## config.mk

```make
export PLATFORM = sky130hd
export DESIGN_NAME = hadc_top
export DESIGN_NICKNAME = d
export VERILOG_FILES = /design/src/hdl/hadc_pkg.sv /design/src/hdl/hadc_mem_route.sv /design/src/hdl/hadc_top.sv
export SDC_FILE = /design/constraint.sdc
export NUM_CORES = 1
export LEC_CHECK = 0
export BUFFER_PORTS_ARGS = -buffer_cell sky130_fd_sc_hd__buf_2
export CAP_MARGIN = 20
export CORE_MARGIN = 5
export CORE_UTILIZATION = 45
export CTS_BUF_LIST = sky130_fd_sc_hd__clkbuf_16
export CTS_CLUSTER_SIZE = 20
export DETAILED_ROUTE_END_ITERATION = 8
export GPL_TIMING_DRIVEN = 1
export PLACE_DENSITY = 0.72
export SETUP_SLACK_MARGIN = 0.02
export SYNTH_ARGS = -nofsm -noshare
export SYNTH_HDL_FRONTEND = slang
export SYNTH_SLANG_ARGS = --single-unit
```

## constraint.sdc

```tcl
create_clock -name core_clk -period 4.1 [get_ports core_clk]
set_input_delay 0.82 -clock core_clk [delete_from_list [all_inputs] [get_ports core_clk]]
set_output_delay 0.82 -clock core_clk [all_outputs]
set_load 0.1 [all_outputs]
```

## src/hdl/hadc_pkg.sv

```systemverilog
// package for the host address decoder and configuration access block
package hadc_pkg;
  localparam logic [35:0] DOS_END = 36'h00007FFFF;
  localparam logic [35:0] ISA_WIN_END = 36'h00009FFFF;
  localparam logic [35:0] VIDEO_END = 36'h0000BFFFF;
  localparam logic [35:0] ADDIN_END = 36'h0000DFFFF;
  localparam logic [35:0] EXTBIOS_END = 36'h0000EFFFF;
  localparam logic [35:0] SYSBIOS_END = 36'h0000FFFFF;
  localparam logic [35:0] HOLE_BASE = 36'h000F00000;
  localparam logic [35:0] HOLE_END = 36'h000FFFFFF;
  localparam logic [35:0] TOP_MAX = 36'h300000000;
  localparam logic [35:0] TOP_EXT_MGMT = 36'h010000000;
  localparam logic [35:0] FOUR_GB = 36'h100000000;
  localparam logic [35:0] HIGH_FW_BASE = 36'h0FFE00000;
  localparam logic [35:0] IRQ_ROUTER_BASE = 36'h0FEC00000;
  localparam logic [35:0] IRQ_ROUTER_END = 36'h0FEC0FFFF;
  localparam logic [15:0] CFG_SELECT_OFS = 16'h0CF8;
  localparam logic [15:0] CFG_WINDOW_OFS = 16'h0CFC;
  localparam logic [31:0] CFG_SELECT_RST = 32'h00000000;
  localparam logic [31:0] CFG_SELECT_MASK = 32'h80FFFFFC;
  localparam int BUS_LSB = 16;
  localparam int DEV_LSB = 11;
  localparam int FUNC_LSB = 8;
  localparam int REG_LSB = 2;
  localparam int IDSEL_LSB = 11;
  localparam logic [7:0] ATTR_RST = 8'h00;
  localparam logic [3:0] EXT_RST = 4'h0;
  localparam logic [1:0] SYS_RST = 2'h0;
  localparam logic [4:0] DEV_HOST_BRIDGE = 5'h00;
  localparam logic [4:0] DEV_USB = 5'h1D;
  localparam logic [4:0] DEV_SEC_BRIDGE = 5'h1E;
  localparam logic [4:0] DEV_IDE = 5'h1F;
  localparam logic [4:0] DEV_GRAPHICS = 5'h0C;

  typedef enum logic [1:0] {
    HADC_TGT_MEM = 2'b00,
    HADC_TGT_PCI = 2'b01,
    HADC_TGT_DROP = 2'b10
  } hadc_target_t;

  // memory request from the host bus
  typedef struct packed {
    logic valid;
    logic write;
    logic [35:0] addr;
    logic from_pci;
  } hadc_mem_req_t;

  // io request from the host bus
  typedef struct packed {
    logic valid;
    logic write;
    logic [15:0] addr;
    logic [3:0] be;
    logic [31:0] wdata;
  } hadc_io_req_t;

  // programmable routing attributes
  typedef struct packed {
    logic isa_win_pci;
    logic [7:0] addin_rd;
    logic [7:0] addin_wr;
    logic [3:0] ext_rd;
    logic [3:0] ext_wr;
    logic sys_rd;
    logic sys_wr;
    logic hole_pci;
    logic ext_mgmt_en;
    logic mgmt_open;
    logic [35:0] installed_top;
  } hadc_attr_t;

  // configuration cycle toward the pci side
  typedef struct packed {
    logic valid;
    logic write;
    logic type1;
    logic [7:0] bus;
    logic [4:0] dev;
    logic [2:0] func;
    logic [4:0] regnum;
    logic [3:0] be;
    logic [31:0] wdata;
    logic [20:0] idsel;
  } hadc_cfg_cycle_t;
endpackage : hadc_pkg

```

## src/hdl/hadc_mem_route.sv

```systemverilog
// combinational memory address router
`timescale 1ns/1ps
module hadc_mem_route (
  input wire hadc_pkg::hadc_mem_req_t req,
  input wire hadc_pkg::hadc_attr_t attr,
  input wire logic mgmt_mode,
  output hadc_pkg::hadc_target_t target,
  output logic mgmt_region,
  output logic uncached
);
  import hadc_pkg::*;

  logic [2:0] seg8;
  logic [1:0] seg4;
  logic rd_mem;
  logic wr_mem;
  logic [35:0] top;

  always_comb begin
    seg8 = req.addr[16:14];
    seg4 = req.addr[15:14];
    rd_mem = 1'b0;
    wr_mem = 1'b0;
    target = HADC_TGT_PCI;
    mgmt_region = 1'b0;
    uncached = 1'b0;
    // extended management ram caps usable memory
    top = attr.ext_mgmt_en ? TOP_EXT_MGMT : TOP_MAX;
    if (attr.installed_top < top) begin
      top = attr.installed_top;
    end
    if (req.addr <= DOS_END) begin
      target = HADC_TGT_MEM;
    end else if (req.addr <= ISA_WIN_END) begin
      target = attr.isa_win_pci ? HADC_TGT_PCI : HADC_TGT_MEM;
    end else if (req.addr <= VIDEO_END) begin
      mgmt_region = 1'b1;
      uncached = 1'b1;
      // ram only when in management mode or opened by configuration
      target = (mgmt_mode || attr.mgmt_open) ? HADC_TGT_MEM : HADC_TGT_PCI;
    end else if (req.addr <= SYSBIOS_END) begin
      if (req.addr <= ADDIN_END) begin
        rd_mem = attr.addin_rd[seg8];
        wr_mem = attr.addin_wr[seg8];
      end else if (req.addr <= EXTBIOS_END) begin
        rd_mem = attr.ext_rd[seg4];
        wr_mem = attr.ext_wr[seg4];
        mgmt_region = attr.ext_mgmt_en;
      end else begin
        rd_mem = attr.sys_rd;
        wr_mem = attr.sys_wr;
        mgmt_region = attr.ext_mgmt_en;
      end
      // reads and writes follow separate attributes while shadowing
      target = (req.write ? wr_mem : rd_mem) ? HADC_TGT_MEM : HADC_TGT_PCI;
      // pci masters never reach the host bus through a shadowed block
      if (req.from_pci && (req.write ? wr_mem : rd_mem)) begin
        target = HADC_TGT_DROP;
      end
    end else if (req.addr >= HOLE_BASE && req.addr <= HOLE_END && attr.hole_pci) begin
      target = HADC_TGT_PCI;
    end else if ((req.addr >= HIGH_FW_BASE && req.addr < FOUR_GB)
        || (req.addr >= IRQ_ROUTER_BASE && req.addr <= IRQ_ROUTER_END)) begin
      // boot fetch must reach firmware even when installed memory covers it
      target = HADC_TGT_PCI;
    end else if (req.addr < top) begin
      target = HADC_TGT_MEM;
    end else if (req.addr < FOUR_GB) begin
      // space between installed memory and 4 GB is a pci-side decode
      target = HADC_TGT_PCI;
    end else begin
      target = HADC_TGT_PCI;
    end
  end
endmodule : hadc_mem_route

```

## src/hdl/hadc_top.sv

```systemverilog
// host address decode and configuration access, top level
// How it works
// - low 512 KB always main memory
// - 080000h window selectable pci or memory
// - 0A0000h range to graphics, management default
// - eight 16 KB segments with own attributes
// - four 16 KB blocks, memory or pci
// - 0F0000h block defaults to pci, shadowable
// - above 1 MB memory, 1 MB hole at 15 MB optional
// - top 12 GB, 256 MB with extension
// - above installed, below 4 GB goes pci
// - top 2 MB below 4 GB firmware
// - router block at FEC00000h, 64 KB
// - reads and writes routed independently when shadowing
// - pci masters to shadowed blocks dropped
// - 0A0000h management ram visible only in mode or when opened by configuration, uncached
// - selector port 0CF8h, window port 0CFCh
// - select first, window access then transfers
// - window byte enables select accessed bytes
// - only full dword selector accesses recognised
// - selector fields: bus, device, function, register
// - one AD line asserted as chip select
// - fixed device numbers on buses 0, 1
`timescale 1ns/1ps
module hadc_top (
  input wire logic core_clk,
  input wire logic rst_n,
  input wire hadc_pkg::hadc_mem_req_t mem_req,
  input wire logic mgmt_mode_pin,
  input wire logic mgmt_open_in,
  input wire logic isa_win_pci_in,
  input wire logic [7:0] addin_rd_in,
  input wire logic [7:0] addin_wr_in,
  input wire logic [3:0] ext_rd_in,
  input wire logic [3:0] ext_wr_in,
  input wire logic sys_rd_in,
  input wire logic sys_wr_in,
  input wire logic hole_pci_in,
  input wire logic ext_mgmt_en_in,
  input wire logic [35:0] installed_top_in,
  input wire logic attr_load,
  input wire hadc_pkg::hadc_io_req_t io_req,
  input wire logic cfg_done,
  input wire logic [31:0] cfg_rdata,
  output hadc_pkg::hadc_target_t mem_target,
  output logic mem_valid,
  output logic mem_uncached,
  output logic mem_mgmt_region,
  output hadc_pkg::hadc_cfg_cycle_t cfg_cycle,
  output logic io_fwd_valid,
  output logic io_ack,
  output logic [31:0] io_rdata
);
  import hadc_pkg::*;

  typedef enum logic [1:0] {
    HADC_IDLE = 2'b00,
    HADC_CFG_WAIT = 2'b01,
    HADC_ACK = 2'b10
  } hadc_state_t;

  // management mode pin is asynchronous to the core clock
  logic mgmt_sync1_reg;
  logic mgmt_sync2_reg;
  logic mgmt_sync1_next;
  logic mgmt_sync2_next;

  hadc_attr_t attr_reg;
  hadc_attr_t attr_next;
  hadc_target_t route_tgt;
  logic route_mgmt;
  logic route_unc;
  hadc_target_t mem_target_reg;
  hadc_target_t mem_target_next;
  logic mem_valid_reg;
  logic mem_valid_next;
  logic mem_unc_reg;
  logic mem_unc_next;
  logic mem_mgmt_reg;
  logic mem_mgmt_next;

  logic [31:0] sel_reg;
  logic [31:0] sel_next;
  hadc_state_t state_reg;
  hadc_state_t state_next;
  hadc_cfg_cycle_t cyc_reg;
  hadc_cfg_cycle_t cyc_next;
  logic fwd_reg;
  logic fwd_next;
  logic ack_reg;
  logic ack_next;
  logic [31:0] rdata_reg;
  logic [31:0] rdata_next;

  logic sel_hit;
  logic win_hit;
  logic full_dw;
  logic [20:0] idsel_dec;
  logic [31:0] be_mask;
  logic [31:0] rd_mask;

  always_comb begin
    mgmt_sync1_next = mgmt_mode_pin;
    mgmt_sync2_next = mgmt_sync1_reg;
  end

  always_ff @(posedge core_clk) begin
    if (!rst_n) begin
      mgmt_sync1_reg <= 1'b0;
      mgmt_sync2_reg <= 1'b0;
    end else begin
      mgmt_sync1_reg <= mgmt_sync1_next;
      mgmt_sync2_reg <= mgmt_sync2_next;
    end
  end

  // attribute capture; defaults forward legacy windows to pci, keep the hole as memory and hide management ram
  always_comb begin
    attr_next = attr_reg;
    if (attr_load) begin
      attr_next.isa_win_pci = isa_win_pci_in;
      attr_next.addin_rd = addin_rd_in;
      attr_next.addin_wr = addin_wr_in;
      attr_next.ext_rd = ext_rd_in;
      attr_next.ext_wr = ext_wr_in;
      attr_next.sys_rd = sys_rd_in;
      attr_next.sys_wr = sys_wr_in;
      attr_next.hole_pci = hole_pci_in;
      attr_next.ext_mgmt_en = ext_mgmt_en_in;
      attr_next.mgmt_open = mgmt_open_in;
      attr_next.installed_top = installed_top_in;
    end
  end

  always_ff @(posedge core_clk) begin
    if (!rst_n) begin
      attr_reg.isa_win_pci <= 1'b1;
      attr_reg.addin_rd <= ATTR_RST;
      attr_reg.addin_wr <= ATTR_RST;
      attr_reg.ext_rd <= EXT_RST;
      attr_reg.ext_wr <= EXT_RST;
      attr_reg.sys_rd <= SYS_RST[0];
      attr_reg.sys_wr <= SYS_RST[1];
      attr_reg.hole_pci <= 1'b0;
      attr_reg.ext_mgmt_en <= 1'b0;
      attr_reg.mgmt_open <= 1'b0;
      attr_reg.installed_top <= TOP_MAX;
    end else begin
      attr_reg <= attr_next;
    end
  end

  hadc_mem_route u_route (
    .req(mem_req),
    .attr(attr_reg),
    .mgmt_mode(mgmt_sync2_reg),
    .target(route_tgt),
    .mgmt_region(route_mgmt),
    .uncached(route_unc)
  );

  // routing answer is registered one cycle after the request
  always_comb begin
    mem_valid_next = mem_req.valid;
    mem_target_next = mem_req.valid ? route_tgt : HADC_TGT_MEM;
    mem_unc_next = mem_req.valid & route_unc;
    mem_mgmt_next = mem_req.valid & route_mgmt;
  end

  always_ff @(posedge core_clk) begin
    if (!rst_n) begin
      mem_valid_reg <= 1'b0;
      mem_target_reg <= HADC_TGT_MEM;
      mem_unc_reg <= 1'b0;
      mem_mgmt_reg <= 1'b0;
    end else begin
      mem_valid_reg <= mem_valid_next;
      mem_target_reg <= mem_target_next;
      mem_unc_reg <= mem_unc_next;
      mem_mgmt_reg <= mem_mgmt_next;
    end
  end

  // one-hot chip select over AD[31:11], bus 0 only; others go type 1
  generate
    for (genvar i = 0; i < 21; i++) begin : g_idsel
      assign idsel_dec[i] = (sel_reg[BUS_LSB +: 8] == 8'h00) && (sel_reg[DEV_LSB +: 5] == 5'(i));
    end
  endgenerate

  generate
    for (genvar b = 0; b < 4; b++) begin : g_be
      assign be_mask[b*8 +: 8] = io_req.be[b] ? 8'hFF : 8'h00;
      // read masking uses the latched enables, the host bus may have moved on
      assign rd_mask[b*8 +: 8] = cyc_reg.be[b] ? 8'hFF : 8'h00;
    end
  endgenerate

  always_comb begin
    sel_hit = io_req.valid && (io_req.addr == CFG_SELECT_OFS);
    win_hit = io_req.valid && (io_req.addr == CFG_WINDOW_OFS);
    full_dw = (io_req.be == 4'hF);
    state_next = state_reg;
    sel_next = sel_reg;
    cyc_next = cyc_reg;
    cyc_next.valid = 1'b0;
    fwd_next = 1'b0;
    ack_next = 1'b0;
    rdata_next = rdata_reg;
    case (state_reg)
      HADC_IDLE: begin
        if (sel_hit && full_dw) begin
          ack_next = 1'b1;
          state_next = HADC_ACK;
          if (io_req.write) begin
            sel_next = io_req.wdata & CFG_SELECT_MASK;
          end else begin
            rdata_next = sel_reg;
          end
        end else if (win_hit && sel_reg[31]) begin
          // window transfer targets the register latched in the selector
          cyc_next.valid = 1'b1;
          cyc_next.write = io_req.write;
          cyc_next.bus = sel_reg[BUS_LSB +: 8];
          cyc_next.dev = sel_reg[DEV_LSB +: 5];
          cyc_next.func = sel_reg[FUNC_LSB +: 3];
          cyc_next.regnum = sel_reg[REG_LSB +: 5];
          cyc_next.type1 = (sel_reg[BUS_LSB +: 8] != 8'h00);
          cyc_next.be = io_req.be;
          cyc_next.wdata = io_req.wdata & be_mask;
          cyc_next.idsel = idsel_dec;
          state_next = HADC_CFG_WAIT;
        end else if (io_req.valid) begin
          // narrow selector accesses and everything else pass on as io
          fwd_next = 1'b1;
        end
      end
      HADC_CFG_WAIT: begin
        if (cfg_done) begin
          ack_next = 1'b1;
          rdata_next = cyc_reg.write ? 32'h00000000 : (cfg_rdata & rd_mask);
          state_next = HADC_ACK;
        end
      end
      HADC_ACK: begin
        state_next = HADC_IDLE;
      end
      default: begin
        state_next = HADC_IDLE;
      end
    endcase
  end

  always_ff @(posedge core_clk) begin
    if (!rst_n) begin
      state_reg <= HADC_IDLE;
      sel_reg <= CFG_SELECT_RST;
      cyc_reg <= '0;
      fwd_reg <= 1'b0;
      ack_reg <= 1'b0;
      rdata_reg <= 32'h00000000;
    end else begin
      state_reg <= state_next;
      sel_reg <= sel_next;
      cyc_reg <= cyc_next;
      fwd_reg <= fwd_next;
      ack_reg <= ack_next;
      rdata_reg <= rdata_next;
    end
  end

  assign mem_target = mem_target_reg;
  assign mem_valid = mem_valid_reg;
  assign mem_uncached = mem_unc_reg;
  assign mem_mgmt_region = mem_mgmt_reg;
  assign cfg_cycle = cyc_reg;
  assign io_fwd_valid = fwd_reg;
  assign io_ack = ack_reg;
  assign io_rdata = rdata_reg;
endmodule : hadc_top

```

# Yosys cells after proc, flatten, opt, wreduce, memory -nomap -nowiden
# Cells that the tools add are included.
# totals
elab_cells	191
input_bits	196
regBits	213
# classes
n_lt_le_gt_ge	16
n_mux	63
n_eq_ne	28
bitwise_logic	8
n_reduce_logical	44
# op_table
cell	n
less-or-equal comparator 36 x 20 -> 1 bit (second input constant)	5
two-way mux 32 bit	4
two-way mux 81 bit	1
>= comparator 36 x 32 -> 1 bit (second input constant)	2
< comparator 36 bit	2
AND 32 bit	2
two-way mux 8 bit	8
case mux 32 bit (2 select lines)	1
== test 5 x 4 -> 1 bit (second input constant)	8
>= comparator 36 x 24 -> 1 bit (second input constant)	1
less-or-equal comparator 36 x 19 -> 1 bit (second input constant)	1
less-or-equal comparator 36 x 24 -> 1 bit (second input constant)	1
less-or-equal comparator 36 x 32 -> 1 bit (second input constant)	1
< comparator 36 x 33 -> 1 bit (second input constant)	1
two-way mux 36 bit	1
two-way mux 34 bit	1
== test 16 x 12 -> 1 bit (second input constant)	2
two-way mux 1 bit	32
logical AND 1 bit	30
== test 5 bit (second input constant)	5
== test 5 x 3 -> 1 bit (second input constant)	4
two-way mux 2 bit	9
== test 5 x 2 -> 1 bit (second input constant)	2
logical NOT 8 bit	1
23 further kinds	34

# Logic depth before layout (Yosys ltp)
# logic_depth
ltp_word	14
ltp_mapped	13
ltp_nobuf	12

# Hierarchy
# Synthesis repeated with hierarchy kept, for this count alone.
# hier_totals
cells_unflattened	1062
hier_area_um2	10028.4
# modules_own_cells
module	cells_per_inst	area_per_inst_um2	instances	seq_area_each_um2
hadc_top	881	8649.5	1	4264.1
hadc_mem_route	181	1378.8	1	0.0

# Worst setup path before layout
# Ideal clock, no wire load.
# synth_timing
path_type	register to register
start	register attr_reg[37] (netlist bit)
end	register mem_target_reg[0] (netlist: mem_target[0])
t_required_ps	3973
period_less_slack_ps	3021
stages_incl_launch_ff	14
n_path_buf	1
setup_time_ps	127
arrival_time_ps	2893
slack_ps	1079
cell_sequence	dfxtp_1 -> ha_1 -> o21ai_0 -> a31oi_1 -> nor4_2 -> clkbuf_1 -> nand2_1 -> ha_1 -> a21oi_1 -> nor2b_1 -> o311ai_0 -> a21oi_1 -> o311ai_0 -> a21oi_1
# synth_via
elab_chain_cells	10
# synth_lines
element	line_no	text
start, declared	hadc_top.sv:68	hadc_attr_t attr_reg;
start signal, assigned	hadc_top.sv:149	attr_reg <= attr_next;
two-way mux 34 bit (*)	hadc_mem_route.sv:28	top = attr.ext_mgmt_en ? TOP_EXT_MGMT : TOP_MAX;
< comparator 36 bit	hadc_mem_route.sv:29	if (attr.installed_top < top) begin
two-way mux 36 bit (*)	hadc_mem_route.sv:29	
< comparator 36 bit (*)	hadc_mem_route.sv:66	end else if (req.addr < top) begin
two-way mux 1 bit (*)	hadc_mem_route.sv:66	
two-way mux 2 bit (*)	hadc_mem_route.sv:62	end else if ((req.addr >= HIGH_FW_BASE && req.addr < FOUR_GB)
two-way mux 2 bit (*)	hadc_mem_route.sv:60	end else if (req.addr >= HOLE_BASE && req.addr <= HOLE_END && attr.hole_pci) begin
two-way mux 2 bit (*)	hadc_mem_route.sv:41	end else if (req.addr <= SYSBIOS_END) begin
two-way mux 2 bit (*)	hadc_mem_route.sv:36	end else if (req.addr <= VIDEO_END) begin
two-way mux 2 bit (*)	hadc_mem_route.sv:34	end else if (req.addr <= ISA_WIN_END) begin
end signal, assigned	hadc_top.sv:178	mem_target_reg <= mem_target_next;
end, declared	hadc_top.sv:73	hadc_target_t mem_target_reg;
# Mark *: on every way between the ends. The rest lies on a longest branch, timed or not.
# A chain may end at the register's enable or synchronous reset.

# Worst setup path in the final report
# Same ends and word-level chain as after synthesis.

==> metrics <==
wire length on met3 2548 µm; Crit-path slowest cell nor4_4; most common library cell in the layout ignoring fill and taps buf_2; clk buf depth 3; first-pass GRT wire length 45170 µm; EDFF count, synth 0; reg2reg start attr_reg[37]$_SDFFE_PN0P_; Core Util, Final 57.26%; Final Hold Viols 0; starting density of the core 45.83%; fmax 289.0 MHz; Post-route DRC 0; dpl hpwl 21380 µm; post-synthesis sequential area ratio 44.12%; footprint of the multi-input gates 5100 µm²; number of global-route vias before repair 8471; placed cell area 11380 µm²; Avg Vias per Cell 5.254; DP Worst Slack 0.6226 ns; crit-path max cell delay 0.66 ns; crit path max fanout 16; Final Wtd Congestion 0.8765; WL final 29330 µm; post-synthesis mux area share 8.648%; main combinational cell family by area after synthesis simple AND/OR/NAND/NOR gates; Final Cell Area 12070 µm²; max cap viols 0; switching part of the total 24.14%; Die X 156.5 µm; Num Clock Sinks 213; Tot Pwr 4.463 mW; share of cells above drive strength 1 27.19%; Gate Count Post-Synth 1094; setup ws final 0.6403 ns; Largest register FFs 81; DP Cell Count 1614; Met2 Routed Length 13550 µm; data arrival time of the worst path 3.84 ns; GRT Total Usage 22.67%; worst skew pair latency 0.52 ns; M1 wire length 12340 µm; crit path launch type flip-flop; Final Skew 0.02632 ns; max_slew headroom 26.12%; most frequent cells in the layout buf_2, nand2_1, dfxtp_1; cell mode on critical path a21oi_1; CTS tree yes; simple-gate area share of the yosys netlist 24.66%; core area 21090 µm²; Synth Area in Adders 4.790%; FILL cells 1968; CP endpoint kind flip-flop; HP Class reg2reg; largest net degree at the start of global routing 154; H-tree lvl count 1; grt total ovfl 0; Pre-antenna DRT Iters 7; final cell count without fillers 1661; post-synth cell types 51; Reg power frac 47.8%; unrepaired setup endpoints after global routing no; clock power share 42.8%; final hold slack 0.4346 ns; drt wl/cell 17.66 µm; I/O pin count 316; Min Clock Period, post-route 3.460 ns; Area growth syn-to-layout 24.94%; clock-pin slew on the worst setup and hold paths 0.06 ns; drt initial violations 566; cts hold-fix bufs 0; vias 8727; compound-cell area share of the yosys netlist 14.38%; Logic pwr share 9.3%; Avg Inst Size Synth 8.834 µm²; die area 24510 µm²; Slew @ Worst Pin 1.108 ns; CTS root buf clkbuf_16; CTS Buf Count 23; run status finished, final reports clean; worst-path cell chain ha_1, o21ai_0, a31oi_1, nor4_4, buf_4, nand2_1, ha_1, a21oi_1, nor2b_1, o311ai_0, a21oi_1, o311ai_0, a21oi_1; NetSw 1.077 mW; Leak 5.150 nW; FF/Latch Area 4264 µm²; max-slew violations 0; ys async rst share 0%; peak supply drop 0.0003411 V; hold path startpoint mgmt_sync1_reg$_SDFF_PN0_; crit path kind reg2reg; setup TNS 0 ns; xor and xnor area share after synthesis 0%; final setup vio count 0; crit share post-route 84.38%; top sig layer met5; flops & latches, synth 213; initial antenna violation count 12; FP Rows 53; worst endpoint required time 4.48 ns; Cell Pwr Density 369.7 nW/µm²; Crit. Startpoint attr_reg[37]$_SDFFE_PN0P_; I/O Buffers 315; warnings from Yosys 0; Int Power 3.386 mW; NumNets Final 1597; setup bufs post-CTS 0; Post-synth top flop dfxtp_1; post-synthesis instance area 9664 µm²; Die Y 156.5 µm; remaining antenna violation count after routing 0; post-CTS sizing 0
==> power by group through the flow <==
stage / logic, mW / registers, mW / clock network, mW
final: 0.416 / 2.13 / 1.91
after global routing: 0.460 / 2.14 / 2.04
after CTS: 0.416 / 2.13 / 1.96
after detailed placement: 0.414 / 2.18 / 0
after global placement: 0.404 / 2.18 / 0
after floorplan: 0.232 / 2.18 / 0
==> worst max-delay path: cells and delay by family, from the launching register on <==
family	cells	cell delay, ns
AO/OA/AOI/OAI	7	1.21
adder cells (fa/ha/maj)	2	0.56
buffers and inverters	1	0.30
flip-flops	1	0.46
AND/OR/NAND/NOR	3	0.80
==> Yosys cell counts, types with 2 or more instances <==
cell	count	area share, %
nand2_1	221	8.6
dfxtp_1	213	44
nor2b_1	82	5.3
nand3_1	79	4.1
mux2i_1	70	7.3
a21boi_0	67	5.2
clkbuf_1	56	2.2
a21oi_1	42	2.2
o21ai_0	40	2.1
ha_1	37	4.8
a22o_1	22	2.0
a21boi_1	19	1.5
nor3_1	19	0.98
nand4_1	14	0.91
nor2_1	14	0.54
buf_2	13	0.67
buf_1	10	0.39
mux4_2	6	1.4
nor4_1	6	0.39
or4_1	6	0.47
nand2b_1	5	0.32
nor3b_1	5	0.39
and2_1	3	0.19
and3_1	3	0.19
inv_1	3	0.12
nand3b_1	3	0.23
nor4_2	3	0.39
nor4b_1	3	0.27
or4_4	3	0.35
a21o_1	2	0.16
a221oi_1	2	0.18
and4_1	2	0.18
o311ai_0	2	0.18
o41ai_1	2	0.18
==> metal layers <==
layer | global-route usage, % | vias to the layer above
met5 | 0 | -
met3 | 6.610 | 60
met1 | 29.67 | 4009
li1 | - | 4357
met4 | 7.645 | 10
met2 | 36.04 | 291
==> cell families after synthesis <==
kind of cell / Yosys count
buffers and inverters: 82
adders and majority gates: 37
and+or+nand+nor: 479
muxes: 76
DFF: 213
other: 1
AOI/OAI and AO/OA: 206
==> path summary, 6_finish.rpt <==
check | endpoint | slack [ns] | cells after the start
max | mem_target[0]$_SDFF_PP0_ | 0.64 | 13
min | mgmt_sync2_reg$_SDFF_PN0_ | 0.43 | 1
max reg2reg | mem_target[0]$_SDFF_PP0_ | 0.64 | 13
min reg2reg | mgmt_sync2_reg$_SDFF_PN0_ | 0.43 | 1
==> layout make-up <==
cell class	instances	area share (%)
multi-input cells	800	42.24
well taps	275	2.850
repair buffers	323	13.73
inverters	3	0.09326
flip-flops and latches	213	35.32
clock buffers	23	4.767
diodes	7	0.1451
clock inverters	17	0.8601
No activity file was read; power rests on OpenSTA's default activity.
